File: src/core/spicsb_pkg.sv
// Package for the serial port configuration and status block.
// Assumes an APB register bus with 32-bit data and one word per register.
package spicsb_pkg;

	// Register byte offsets
	localparam logic [7:0] SPICSB_OFF_CFG = 8'h00;
	localparam logic [7:0] SPICSB_OFF_CTRL = 8'h04;
	localparam logic [7:0] SPICSB_OFF_DATA = 8'h08;
	localparam logic [7:0] SPICSB_OFF_INT_STATUS = 8'h0c;
	localparam logic [7:0] SPICSB_OFF_INT_MASK = 8'h10;

	// Field positions of serial_port_config_status
	localparam int SPICSB_BIT_BUSY = 7;
	localparam int SPICSB_BIT_MASTER = 6;
	localparam int SPICSB_BIT_CPHA = 5;
	localparam int SPICSB_BIT_CPOL = 4;
	localparam int SPICSB_BIT_SLVSELD = 3;
	localparam int SPICSB_BIT_RAWSEL = 2;
	localparam int SPICSB_BIT_SHEMPTY = 1;
	localparam int SPICSB_BIT_RXEMPTY = 0;

	// Control register and interrupt bits
	localparam int SPICSB_BIT_ENABLE = 0;
	localparam int SPICSB_INT_DONE = 0;
	localparam int SPICSB_INT_OVERRUN = 1;

	// Values after reset
	localparam logic SPICSB_RST_MASTER = 1'b0;
	localparam logic SPICSB_RST_CPHA = 1'b0;
	localparam logic SPICSB_RST_CPOL = 1'b0;
	localparam logic SPICSB_RST_ENABLE = 1'b0;
	localparam logic [1:0] SPICSB_RST_INT_MASK = 2'h0;

	// Counts
	localparam logic [3:0] SPICSB_BIT_LAST = 4'h7;
	localparam logic [4:0] SPICSB_HALF_LAST = 5'h0f;
	localparam logic [7:0] SPICSB_DEF_DIV_HALF = 8'h04;
	localparam logic [3:0] SPICSB_DEF_GLITCH = 4'h3;

endpackage : spicsb_pkg

File: src/core/spicsb_top.sv
// Serial port with configuration/status register, shifter and APB slave.
// Assumes APB master on core_clk_i; link pins are asynchronous and synchronised here.
//
// Overview of operation
// - Slave-selected flag reads 1 while de-glitched select pin is low.
// - Slave-selected flag reads 0 while de-glitched select pin is high.
// - Raw select level bit returns pin level without de-glitch filtering.
// - Shifter-empty sets once shifting done and nothing pending for shifter.
// - Shifter-empty clears on transmit byte load or serial clock edge in slave mode; in master mode it always reads 1.
// - Clock polarity one idles serial clock high, zero idles low.
`timescale 1ns/1ps
`default_nettype none
module spicsb_top
	import spicsb_pkg::*;
#(
	parameter logic [7:0] DIV_HALF = SPICSB_DEF_DIV_HALF,
	parameter logic [3:0] GLITCH_CYCLES = SPICSB_DEF_GLITCH
)(
	input wire logic core_clk_i,
	input wire logic rstn_i,
	input wire logic psel_i,
	input wire logic penable_i,
	input wire logic pwrite_i,
	input wire logic [7:0] paddr_i,
	input wire logic [31:0] pwdata_i,
	output logic [31:0] prdata_o,
	output logic pready_o,
	output logic pslverr_o,
	output logic irq_o,
	input wire logic sck_i,
	output logic sck_o,
	output logic sck_oe_n_o,
	input wire logic mosi_i,
	output logic mosi_o,
	output logic mosi_oe_n_o,
	input wire logic miso_i,
	output logic miso_o,
	output logic miso_oe_n_o,
	input wire logic slave_select_pin_i
);

	typedef struct packed {
		logic master_select;
		logic clock_phase_select;
		logic clock_polarity_select;
		logic serial_port_enable;
		logic [7:0] tx_buf;
		logic tx_full;
		logic [7:0] rx_buf;
		logic rx_full;
		logic [7:0] shreg;
		logic out_bit;
		logic loaded;
		logic [3:0] bit_cnt;
		logic shifter_empty;
		logic m_active;
		logic m_sck;
		logic [4:0] half_cnt;
		logic [7:0] div_cnt;
		logic sck_d;
		logic [1:0] int_status;
		logic [1:0] int_mask;
		logic [31:0] rdata;
	} spicsb_state_t;

	spicsb_state_t s;
	spicsb_state_t next_s;

	logic [3:0] pins_sync;
	logic sck_s;
	logic mosi_s;
	logic miso_s;
	logic raw_select_pin_level;
	logic select_filt;

	logic setup;
	logic acc_wr;
	logic acc_rd;
	logic mapped;
	logic sel_active;
	logic rise;
	logic fall;
	logic smp;
	logic shf;
	logic din;
	logic done;
	logic load;
	logic busy;
	logic slave_selected_flag;
	logic shifter_empty_flag;
	logic receive_buffer_empty_flag;
	logic [7:0] cfg_rd;
	logic [31:0] rd_mux;
	logic [1:0] events;
	logic [1:0] w1c;

	spicsb_sync #(
		.WIDTH(4),
		.RESET_VAL(4'h8)
	) u_sync (
		.core_clk_i(core_clk_i),
		.rstn_i(rstn_i),
		.async_i({slave_select_pin_i, miso_i, mosi_i, sck_i}),
		.sync_o(pins_sync)
	);

	assign sck_s = pins_sync[0];
	assign mosi_s = pins_sync[1];
	assign miso_s = pins_sync[2];
	assign raw_select_pin_level = pins_sync[3];

	spicsb_deglitch #(
		.STABLE_CYCLES(GLITCH_CYCLES),
		.RESET_VAL(1'b1)
	) u_deglitch (
		.core_clk_i(core_clk_i),
		.rstn_i(rstn_i),
		.level_i(raw_select_pin_level),
		.level_o(select_filt)
	);

	assign setup = psel_i & ~penable_i;
	assign acc_wr = psel_i & penable_i & pwrite_i & mapped;
	assign acc_rd = psel_i & penable_i & ~pwrite_i & mapped;
	assign mapped = (paddr_i == SPICSB_OFF_CFG) || (paddr_i == SPICSB_OFF_CTRL) ||
		(paddr_i == SPICSB_OFF_DATA) || (paddr_i == SPICSB_OFF_INT_STATUS) ||
		(paddr_i == SPICSB_OFF_INT_MASK);

	// Status view
	assign busy = s.m_active | (s.bit_cnt != 4'h0);
	assign slave_selected_flag = ~select_filt;
	assign shifter_empty_flag = s.master_select | s.shifter_empty;
	assign receive_buffer_empty_flag = s.master_select | ~s.rx_full;

	always_comb
	begin
		cfg_rd = 8'h00;
		cfg_rd[SPICSB_BIT_BUSY] = busy;
		cfg_rd[SPICSB_BIT_MASTER] = s.master_select;
		cfg_rd[SPICSB_BIT_CPHA] = s.clock_phase_select;
		cfg_rd[SPICSB_BIT_CPOL] = s.clock_polarity_select;
		cfg_rd[SPICSB_BIT_SLVSELD] = slave_selected_flag;
		cfg_rd[SPICSB_BIT_RAWSEL] = raw_select_pin_level;
		cfg_rd[SPICSB_BIT_SHEMPTY] = shifter_empty_flag;
		cfg_rd[SPICSB_BIT_RXEMPTY] = receive_buffer_empty_flag;
	end

	always_comb
	begin
		rd_mux = 32'h0000_0000;
		unique case (paddr_i)
			SPICSB_OFF_CFG: rd_mux[7:0] = cfg_rd;
			SPICSB_OFF_CTRL: rd_mux[SPICSB_BIT_ENABLE] = s.serial_port_enable;
			SPICSB_OFF_DATA: rd_mux[7:0] = s.rx_buf;
			SPICSB_OFF_INT_STATUS: rd_mux[1:0] = s.int_status;
			SPICSB_OFF_INT_MASK: rd_mux[1:0] = s.int_mask;
			default: rd_mux = 32'h0000_0000;
		endcase
	end

	always_comb
	begin
		next_s = s;
		rise = 1'b0;
		fall = 1'b0;
		done = 1'b0;
		load = 1'b0;
		w1c = 2'h0;
		sel_active = ~s.master_select & s.serial_port_enable & ~select_filt;

		// Register bus
		if (setup)
			next_s.rdata = rd_mux;
		if (acc_wr)
		begin
			unique case (paddr_i)
				SPICSB_OFF_CFG:
				begin
					next_s.master_select = pwdata_i[SPICSB_BIT_MASTER];
					next_s.clock_phase_select = pwdata_i[SPICSB_BIT_CPHA];
					next_s.clock_polarity_select = pwdata_i[SPICSB_BIT_CPOL];
				end
				SPICSB_OFF_CTRL: next_s.serial_port_enable = pwdata_i[SPICSB_BIT_ENABLE];
				SPICSB_OFF_DATA:
				begin
					if (!s.tx_full)
					begin
						next_s.tx_buf = pwdata_i[7:0];
						next_s.tx_full = 1'b1;
					end
				end
				SPICSB_OFF_INT_STATUS: w1c = pwdata_i[1:0];
				SPICSB_OFF_INT_MASK: next_s.int_mask = pwdata_i[1:0];
				default: next_s.int_mask = s.int_mask;
			endcase
		end
		if (acc_rd && paddr_i == SPICSB_OFF_DATA)
			next_s.rx_full = 1'b0;

		// Serial clock edges: own divider as master, pin edges as slave
		if (s.master_select)
		begin
			if (s.m_active)
			begin
				if (s.div_cnt >= DIV_HALF - 8'h01)
				begin
					next_s.div_cnt = 8'h00;
					next_s.m_sck = ~s.m_sck;
					rise = ~s.m_sck;
					fall = s.m_sck;
					next_s.half_cnt = s.half_cnt + 5'h01;
					if (s.half_cnt == SPICSB_HALF_LAST)
						next_s.m_active = 1'b0;
				end
				else
					next_s.div_cnt = s.div_cnt + 8'h01;
			end
		end
		else if (sel_active)
		begin
			rise = sck_s & ~s.sck_d;
			fall = ~sck_s & s.sck_d;
		end
		next_s.sck_d = sck_s;

		smp = (s.clock_polarity_select == s.clock_phase_select) ? rise : fall;
		shf = (s.clock_polarity_select == s.clock_phase_select) ? fall : rise;
		din = s.master_select ? miso_s : mosi_s;

		if (smp)
		begin
			next_s.shreg = {s.shreg[6:0], din};
			if (s.bit_cnt == SPICSB_BIT_LAST)
			begin
				next_s.bit_cnt = 4'h0;
				done = 1'b1;
			end
			else
				next_s.bit_cnt = s.bit_cnt + 4'h1;
		end
		if (shf)
			next_s.out_bit = s.shreg[7];
		if (rise || fall)
			next_s.loaded = 1'b0;
		if (done)
		begin
			next_s.rx_buf = {s.shreg[6:0], din};
			next_s.rx_full = 1'b1;
		end

		// Deselect or disable aborts a partial byte
		if (!s.serial_port_enable || (!s.master_select && select_filt))
			next_s.bit_cnt = 4'h0;
		if (!s.serial_port_enable)
			next_s.m_active = 1'b0;

		load = s.serial_port_enable & s.tx_full & ~s.loaded & (s.bit_cnt == 4'h0) &
			~s.m_active & ~(rise | fall);
		if (load)
		begin
			next_s.shreg = s.tx_buf;
			next_s.out_bit = s.tx_buf[7];
			next_s.tx_full = 1'b0;
			next_s.loaded = 1'b1;
			if (s.master_select)
			begin
				next_s.m_active = 1'b1;
				next_s.half_cnt = 5'h00;
				next_s.div_cnt = 8'h00;
			end
		end

		if (!s.m_active || !s.master_select)
			next_s.m_sck = s.clock_polarity_select;

		if (load || rise || fall)
			next_s.shifter_empty = 1'b0;
		else if (s.bit_cnt == 4'h0 && !s.loaded && !s.tx_full)
			next_s.shifter_empty = 1'b1;

		// Sticky events, set wins over clear
		events = 2'h0;
		events[SPICSB_INT_DONE] = done;
		events[SPICSB_INT_OVERRUN] = done & s.rx_full & ~(acc_rd && paddr_i == SPICSB_OFF_DATA);
		next_s.int_status = (s.int_status & ~w1c) | events;
	end

	always_ff @(posedge core_clk_i or negedge rstn_i)
	begin
		if (!rstn_i)
		begin
			s <= '0;
			s.master_select <= SPICSB_RST_MASTER;
			s.clock_phase_select <= SPICSB_RST_CPHA;
			s.clock_polarity_select <= SPICSB_RST_CPOL;
			s.serial_port_enable <= SPICSB_RST_ENABLE;
			s.int_mask <= SPICSB_RST_INT_MASK;
			s.shifter_empty <= 1'b1;
		end
		else
			s <= next_s;
	end

	assign prdata_o = s.rdata;
	assign pready_o = 1'b1;
	assign pslverr_o = psel_i & penable_i & ~mapped;
	assign irq_o = |(s.int_status & s.int_mask);

	assign sck_o = s.m_sck;
	assign sck_oe_n_o = ~(s.serial_port_enable & s.master_select);
	assign mosi_o = s.out_bit;
	assign mosi_oe_n_o = ~(s.serial_port_enable & s.master_select);
	assign miso_o = s.out_bit;
	assign miso_oe_n_o = ~(s.serial_port_enable & ~s.master_select & ~select_filt);

endmodule : spicsb_top
`default_nettype wire

File: src/core/spicsb_sync.sv
// Two-flop synchroniser for a group of pin inputs.
// Assumes the inputs are asynchronous to core_clk_i.
`timescale 1ns/1ps
`default_nettype none
module spicsb_sync
	import spicsb_pkg::*;
#(
	parameter int WIDTH = 4,
	parameter logic [WIDTH-1:0] RESET_VAL = '0
)(
	input wire logic core_clk_i,
	input wire logic rstn_i,
	input wire logic [WIDTH-1:0] async_i,
	output logic [WIDTH-1:0] sync_o
);

	typedef struct packed {
		logic [WIDTH-1:0] s1;
		logic [WIDTH-1:0] s2;
	} spicsb_sync_t;

	spicsb_sync_t s;
	spicsb_sync_t next_s;

	always_comb
	begin
		next_s.s1 = async_i;
		next_s.s2 = s.s1;
	end

	always_ff @(posedge core_clk_i or negedge rstn_i)
	begin
		if (!rstn_i)
			s <= {RESET_VAL, RESET_VAL};
		else
			s <= next_s;
	end

	assign sync_o = s.s2;

endmodule : spicsb_sync
`default_nettype wire

File: src/core/spicsb_deglitch.sv
// De-glitch filter: output follows input only after it stays stable.
// Assumes a synchronised input on core_clk_i.
`timescale 1ns/1ps
`default_nettype none
module spicsb_deglitch
	import spicsb_pkg::*;
#(
	parameter logic [3:0] STABLE_CYCLES = SPICSB_DEF_GLITCH,
	parameter logic RESET_VAL = 1'b1
)(
	input wire logic core_clk_i,
	input wire logic rstn_i,
	input wire logic level_i,
	output logic level_o
);

	typedef struct packed {
		logic level;
		logic [3:0] cnt;
	} spicsb_dg_t;

	spicsb_dg_t s;
	spicsb_dg_t next_s;

	always_comb
	begin
		next_s = s;
		if (level_i == s.level)
			next_s.cnt = 4'h0;
		else if (s.cnt >= STABLE_CYCLES - 4'h1)
		begin
			next_s.level = level_i;
			next_s.cnt = 4'h0;
		end
		else
			next_s.cnt = s.cnt + 4'h1;
	end

	always_ff @(posedge core_clk_i or negedge rstn_i)
	begin
		if (!rstn_i)
			s <= {RESET_VAL, 4'h0};
		else
			s <= next_s;
	end

	assign level_o = s.level;

endmodule : spicsb_deglitch
`default_nettype wire

File: config.mk
export PLATFORM = sky130hd
export DESIGN_NAME = spicsb_top
export DESIGN_NICKNAME = d
export VERILOG_FILES = /design/src/core/spicsb_pkg.sv /design/src/core/spicsb_top.sv /design/src/core/spicsb_sync.sv /design/src/core/spicsb_deglitch.sv
export SDC_FILE = /design/constraint.sdc
export NUM_CORES = 1
export LEC_CHECK = 0
export BUFFER_PORTS_ARGS = -buffer_cell sky130_fd_sc_hd__buf_4
export CORE_MARGIN = 2
export CORE_UTILIZATION = 50
export CTS_BUF_LIST = sky130_fd_sc_hd__clkbuf_4
export CTS_CLUSTER_DIAMETER = 50
export DETAILED_ROUTE_END_ITERATION = 16
export GPL_ROUTABILITY_DRIVEN = 0
export PLACE_DENSITY = 0.8
export REMOVE_ABC_BUFFERS = 1
export SLEW_MARGIN = 15
export SYNTH_ARGS = -nofsm -noshare
export SYNTH_HDL_FRONTEND = slang
export SYNTH_SLANG_ARGS = --single-unit
File: constraint.sdc
create_clock -name core_clk_i -period 5.9 [get_ports core_clk_i]
set_clock_uncertainty 0.1 [all_clocks]
set_input_delay 0.295 -clock core_clk_i [delete_from_list [all_inputs] [get_ports core_clk_i]]
set_output_delay 0.295 -clock core_clk_i [all_outputs]
set_load 0.01 [all_outputs]
# --- Word level (Yosys, flattened, before mapping) ---
# Cells that the tools add are included.
totals:
  word_cells: 168
  regBits: 78
  latch_bits: 0
  mem_bits_ro: 0
  in_bits: 49
  ram_bits: 0
  out_inout_bits: 41
  memories: 0
classes:
  n_shift: 0
  n_lt_le_gt_ge: 2
  mul: 0
  muxes: 45
  n_div: 0
  eq_ne: 8
  n_reduce_logical: 40
  bitwise_logic: 44
  add_sub_neg: 4
ops:
  columns: ["cell", "n"]
  rows:
  - ["15-bit two-way mux", 2]
  - ["1-bit two-way mux", 27]
  - ["13-bit two-way mux", 2]
  - ["2-bit nonzero test", 11]
  - ["4-bit two-way mux", 5]
  - ["1-bit AND", 19]
  - ["1-bit NOT", 17]
  - ["8-bit by 4-bit == test with 1-bit output, second input constant", 2]
  - ["8-bit two-way mux", 2]
  - ["6-bit one-hot mux with 2 select lines", 1]
  - ["10-bit two-way mux", 1]
  - ["2-bit AND reduction", 5]
  - ["1-bit logical OR", 9]
  - ["4-bit by 1-bit adder with 4-bit output, second input constant", 2]
  - ["8-bit by 1-bit adder with 8-bit output, second input constant", 1]
  - ["8-bit by 3-bit == test with 1-bit output, second input constant", 1]
  - ["8-bit by 5-bit == test with 1-bit output, second input constant", 1]
  - ["8-bit by 2-bit greater-or-equal comparator with 1-bit output, second input constant", 1]
  - ["8-bit zero test", 1]
  - ["7-bit two-way mux", 1]
  - ["3-bit AND reduction", 2]
  - ["5-bit by 1-bit adder with 5-bit output, second input constant", 1]
  - ["5-bit by 4-bit == test with 1-bit output, second input constant", 1]
  - ["1-bit zero test", 5]
  - ["other kinds (14)", 23]

# --- Longest topological paths before layout ---
logic_depth:
  ltp_word: 11
  depth_mapped: 8
  ltp_nobuf: 7

# --- Cells and area by module ---
# A second synthesis with hierarchy kept.
hier_totals:
  hier_cells: 329
  area_unflattened_um2: 3718.6
modules_own_cells:
  columns: ["mod", "seq_area_each_um2", "instances", "cells_each", "area_per_inst_um2"]
  rows:
  - ["spicsb_top", 1627.8, 1, 306, 3304.4]
  - ["spicsb_deglitch", 126.4, 1, 15, 211.5]
  - ["spicsb_sync", 202.7, 1, 8, 202.7]

# --- Worst setup path after synthesis ---
# Ideal clock, no wire load.
synth_timing:
  kind: "reg2reg"
  start: "reg with a tool-made name"
  end: "reg s[69] in the netlist's numbering"
  setup_time_ns: 0.125
  required_time_ns: 5.675
  path_stages_with_launch: 8
  path_slack_ns: 3.664
  period_less_slack_ns: 2.236
  arrival_time_ns: 2.011
  n_path_buf: 1
  cell_sequence: "dfrtp_1 -> ha_1 -> nor4_2 -> a21oi_1 -> o32ai_4 -> nor4b_4 -> buf_6 -> mux2_4"
synth_rtl:
  columns: ["element", "line", "text"]
  rows:
  - ["to (signal assigned)", "spicsb_top.sv:301", "s <= next_s;"]
  - ["to (decl)", "spicsb_top.sv:66", "spicsb_state_t s;"]

# --- Worst setup path after layout ---
layout_timing:
  start: "reg s (netlist bit cfg_rd[6])"
  end: "reg s[75] in the netlist's numbering"
layout_via:
  elab_chain_len: 7
  word_cells_on_any_way: 9
  cone_classes: "mux (6); bitwise (3)"
layout_rtl:
  columns: ["element", "line", "text"]
  rows:
  - ["1-bit NOT", "spicsb_top.sv:169", "sel_active = ~s.master_select & s.serial_port_enable & ~select_filt;"]
  - ["1-bit AND (2 in series)", "spicsb_top.sv:169", null]
  - ["1-bit two-way mux", "spicsb_top.sv:219", "else if (sel_active)"]
  - ["1-bit two-way mux", "spicsb_top.sv:201", "if (s.master_select)"]
  - ["1-bit two-way mux *", "spicsb_top.sv:226", "smp = (s.clock_polarity_select == s.clock_phase_select) ? rise : fall;"]
  - ["1-bit two-way mux *", "spicsb_top.sv:230", "if (smp)"]
# Every way passes the cells marked *; elsewhere a longest branch is shown, timed or not.
# A chain may end at the register's enable or synchronous reset.

==> reports/qor.yml <==
r2r-start: "cfg_rd[6]"
tritoncts: "yes"
crit_path_start_kind: "flip-flop"
rsz0062_at_grt: "false"
synth_warnings: 0
path_cells: "or3b_1 -> nor2_2 -> o32ai_4 -> nor4b_4 -> mux2_1"
p_leak_nw: 2.05
grt_pass1_vias: 2537
dp.cells: 458
die-area_um2: 8320
layout-drive-gt1-share_pct: 22.9
clkTransAtPathRegs_ps: 120
io_buffers: 40
track_usage_pct: 18.8
fp.coreArea_um2: 7290
cts.sinks: 78
fin_crit_ps: 2970
maxSlewHeadroom_pct: 35.7
clock_latency_ps: 430
cts_buffers: 9
critPathMaxStageDelay_ps: 780
grt_busiest_layer: "met2"
syn_inst: 340
nets: 439
dp_hpwl_um: 4930
die_y_um: 91.2
fillCellCount: 595
synthAdderAreaFrac_pct: 2.30
crit_path_top_delay_cell: "nor4b_4"
fin_cells: 487
synth_area_um2: 3800
synthXorXnorAreaFrac_pct: 0.888
netlist_top_cells_area: "dfrtp_1 (49%), buf_4 (6.9%), mux2_1 (3.0%), mux2_2 (3.0%), dfstp_2 (2.8%)"
root_buffer: "clkbuf_4"
startpoint: "cfg_rd[6]"
groute.layer.met1.usage_pct: 24.8
fin_tns_setup_ps: 0
critPathKind: "reg -> reg"
cp.required_ps: 6120
grt_max_degree: 79
outcome: "finished clean"
use_met2_pct: 30.2
grt_overflow: 0
drv_slew: 0
worstMarginPinSlew_ps: 965
ys_seq_area_share_pct: 51.4
wl_per_cell_um: 14.6
hold_viol: 0
drt-total-wl_um: 7110
cts_buffer_depth: 2
synth_compound_area_share_pct: 11.7
cts.repair.resized: 0
drc: 0
synth_cell_types: 59
synth-edff-count: 0
peakVddDrop_v: 0.000144
cp_data_arrival_time_ps: 3190
htreeDepth: 3
synth_top_family_by_area: "simple AND/OR/NAND/NOR gates"
period_share_pct: 50.3
via_per_inst: 5.24
hp-start: "paddr_i[3]"
synthMuxAreaShare_pct: 9.93
io-pin-count: 90
async_flop_share_pct: 100
yosys.area_share.simple_pct: 13.5
area_growth_pct: 14.2
crit_fanout: 19
via_count: 2551
drt-initial-drc-count: 214
drv_cap: 0
antenna_found_initial: 0
antennaDiodeCount: 0
yosysTopAreaCellShare_pct: 48.7
final_area_um2: 4340
hold_path.class: "in -> reg"
initial_core_util_pct: 52.2
die_w_um: 91.2
drt_pass1_iterations: 4
avgSynthCellArea_um2: 11.2
power_density_nw_per_um2: 261
max_freq_mhz: 337
synth_largest_area_cell: "dfrtp_1"
postRouteAntennaNets: 0
grt_pass1_wl_um: 12300
row_count: 31
cp-end-kind: "flip-flop"
yosys_register_bits: 78
critical_path.top_delay_family: "simple AND/OR/NAND/NOR gates"
met3_usage_pct: 2.90
placed_area_um2: 4000
synth-main-ff-cell: "dfrtp_1"
path_buf_inv: 0
setup_viol: 0
==> report_power, final <==
part	total [mW]	internal (mW)	leakage, nW	switching (mW)
clock	0.451	0.259	0.107	0.192
combinational	0.0989	0.0451	0.896	0.0538
sequential	0.586	0.564	1.05	0.0218
total	1.14	0.868	2.05	0.267
==> worst register-to-register path: stages (launching register included) <==
cell and delay, ps:
dfrtp_1 590, or3b_1 580, nor2_2 230, o32ai_4 210, nor4b_4 780, mux2_1 380
==> cells in the mapped netlist (7+ instances only) <==
library cell and instances:
dfrtp_1 74, buf_4 35, nand2_1 28, inv_1 17
o21ai_0 16, nand3_1 12, nor2_1 12, a21oi_1 11
mux2_1 10, mux2_2 10, and2_1 8, a22oi_1 7
ha_1 7, or3_1 7
==> logic make-up after synthesis <==
logic type	after synthesis
buffers and inverters	62
other	2
adders and majority gates	7
DFF	78
xor gates and xnor gates	3
and+or+nand+nor	92
AOI/OAI and AO/OA	65
muxes	31
==> repair_timing <==
action | CTS | global route
endpoints found under the hold margin | 89 | 1
setup buffers | 0 | 0
hold buffers | 12 | 1
setup endpoints to repair | 0 | 0
==> layer usage <==
layer	part of all wire, %	wire [um]	up-vias
met4	2.0	140	0
met2	49	3490	63
met3	3.6	259	11
met1	45	3220	1256
met5	0	0	-
li1	-	-	1221
==> per-stage QoR <==
step                hold WS, ps  util, %  total power, mW  worst slack (ps)
floorplan                  -101        -            0.638              3280
global placement            232     54.9            0.684              2950
detailed placement          238     54.9            0.689              2910
CTS                        1.36     59.4             1.14              2900
global route                101     59.6             1.19              2710
finish                     93.3     59.6             1.14              2930
==> cell type report <==
| type | instances | area [um^2] | share of cell area, % |
|---|---|---|---|
| well taps | 99 | 124 | 2.85 |
| flip-flops and latches | 78 | 1960 | 45.0 |
| clock buffers | 9 | 67.6 | 1.56 |
| repair buffers | 53 | 430 | 9.91 |
| clock inverters | 7 | 145 | 3.34 |
| inverters | 17 | 63.8 | 1.47 |
| multi-input cells | 224 | 1560 | 35.8 |
==> final timing paths <==
check | to | slack, ps | cells after the start
max | s[75] | 2930 | 5
max in group asynchronous | s[72] | 4620 | 2
min in group asynchronous | s[66] | 430 | 2
max reg2reg | s[75] | 2930 | 5
min reg2reg | u_sync.sync_o[3] | 270 | 0
min | prdata_o[1] | 90 | 3
==> cell usage in the layout (no fill, tap or decap), types with 9 or more instances in the layout <==
cell	n
mux2_2	10
buf_4	40
nand2_1	28
nand3_1	12
inv_1	17
dlygate4sd3_1	13
o21ai_0	16
mux2_1	10
nor2_1	12
a21oi_1	11
clkbuf_4	9
dfrtp_1	74
conb_1	26
Power figures use the tool's default switching activity.
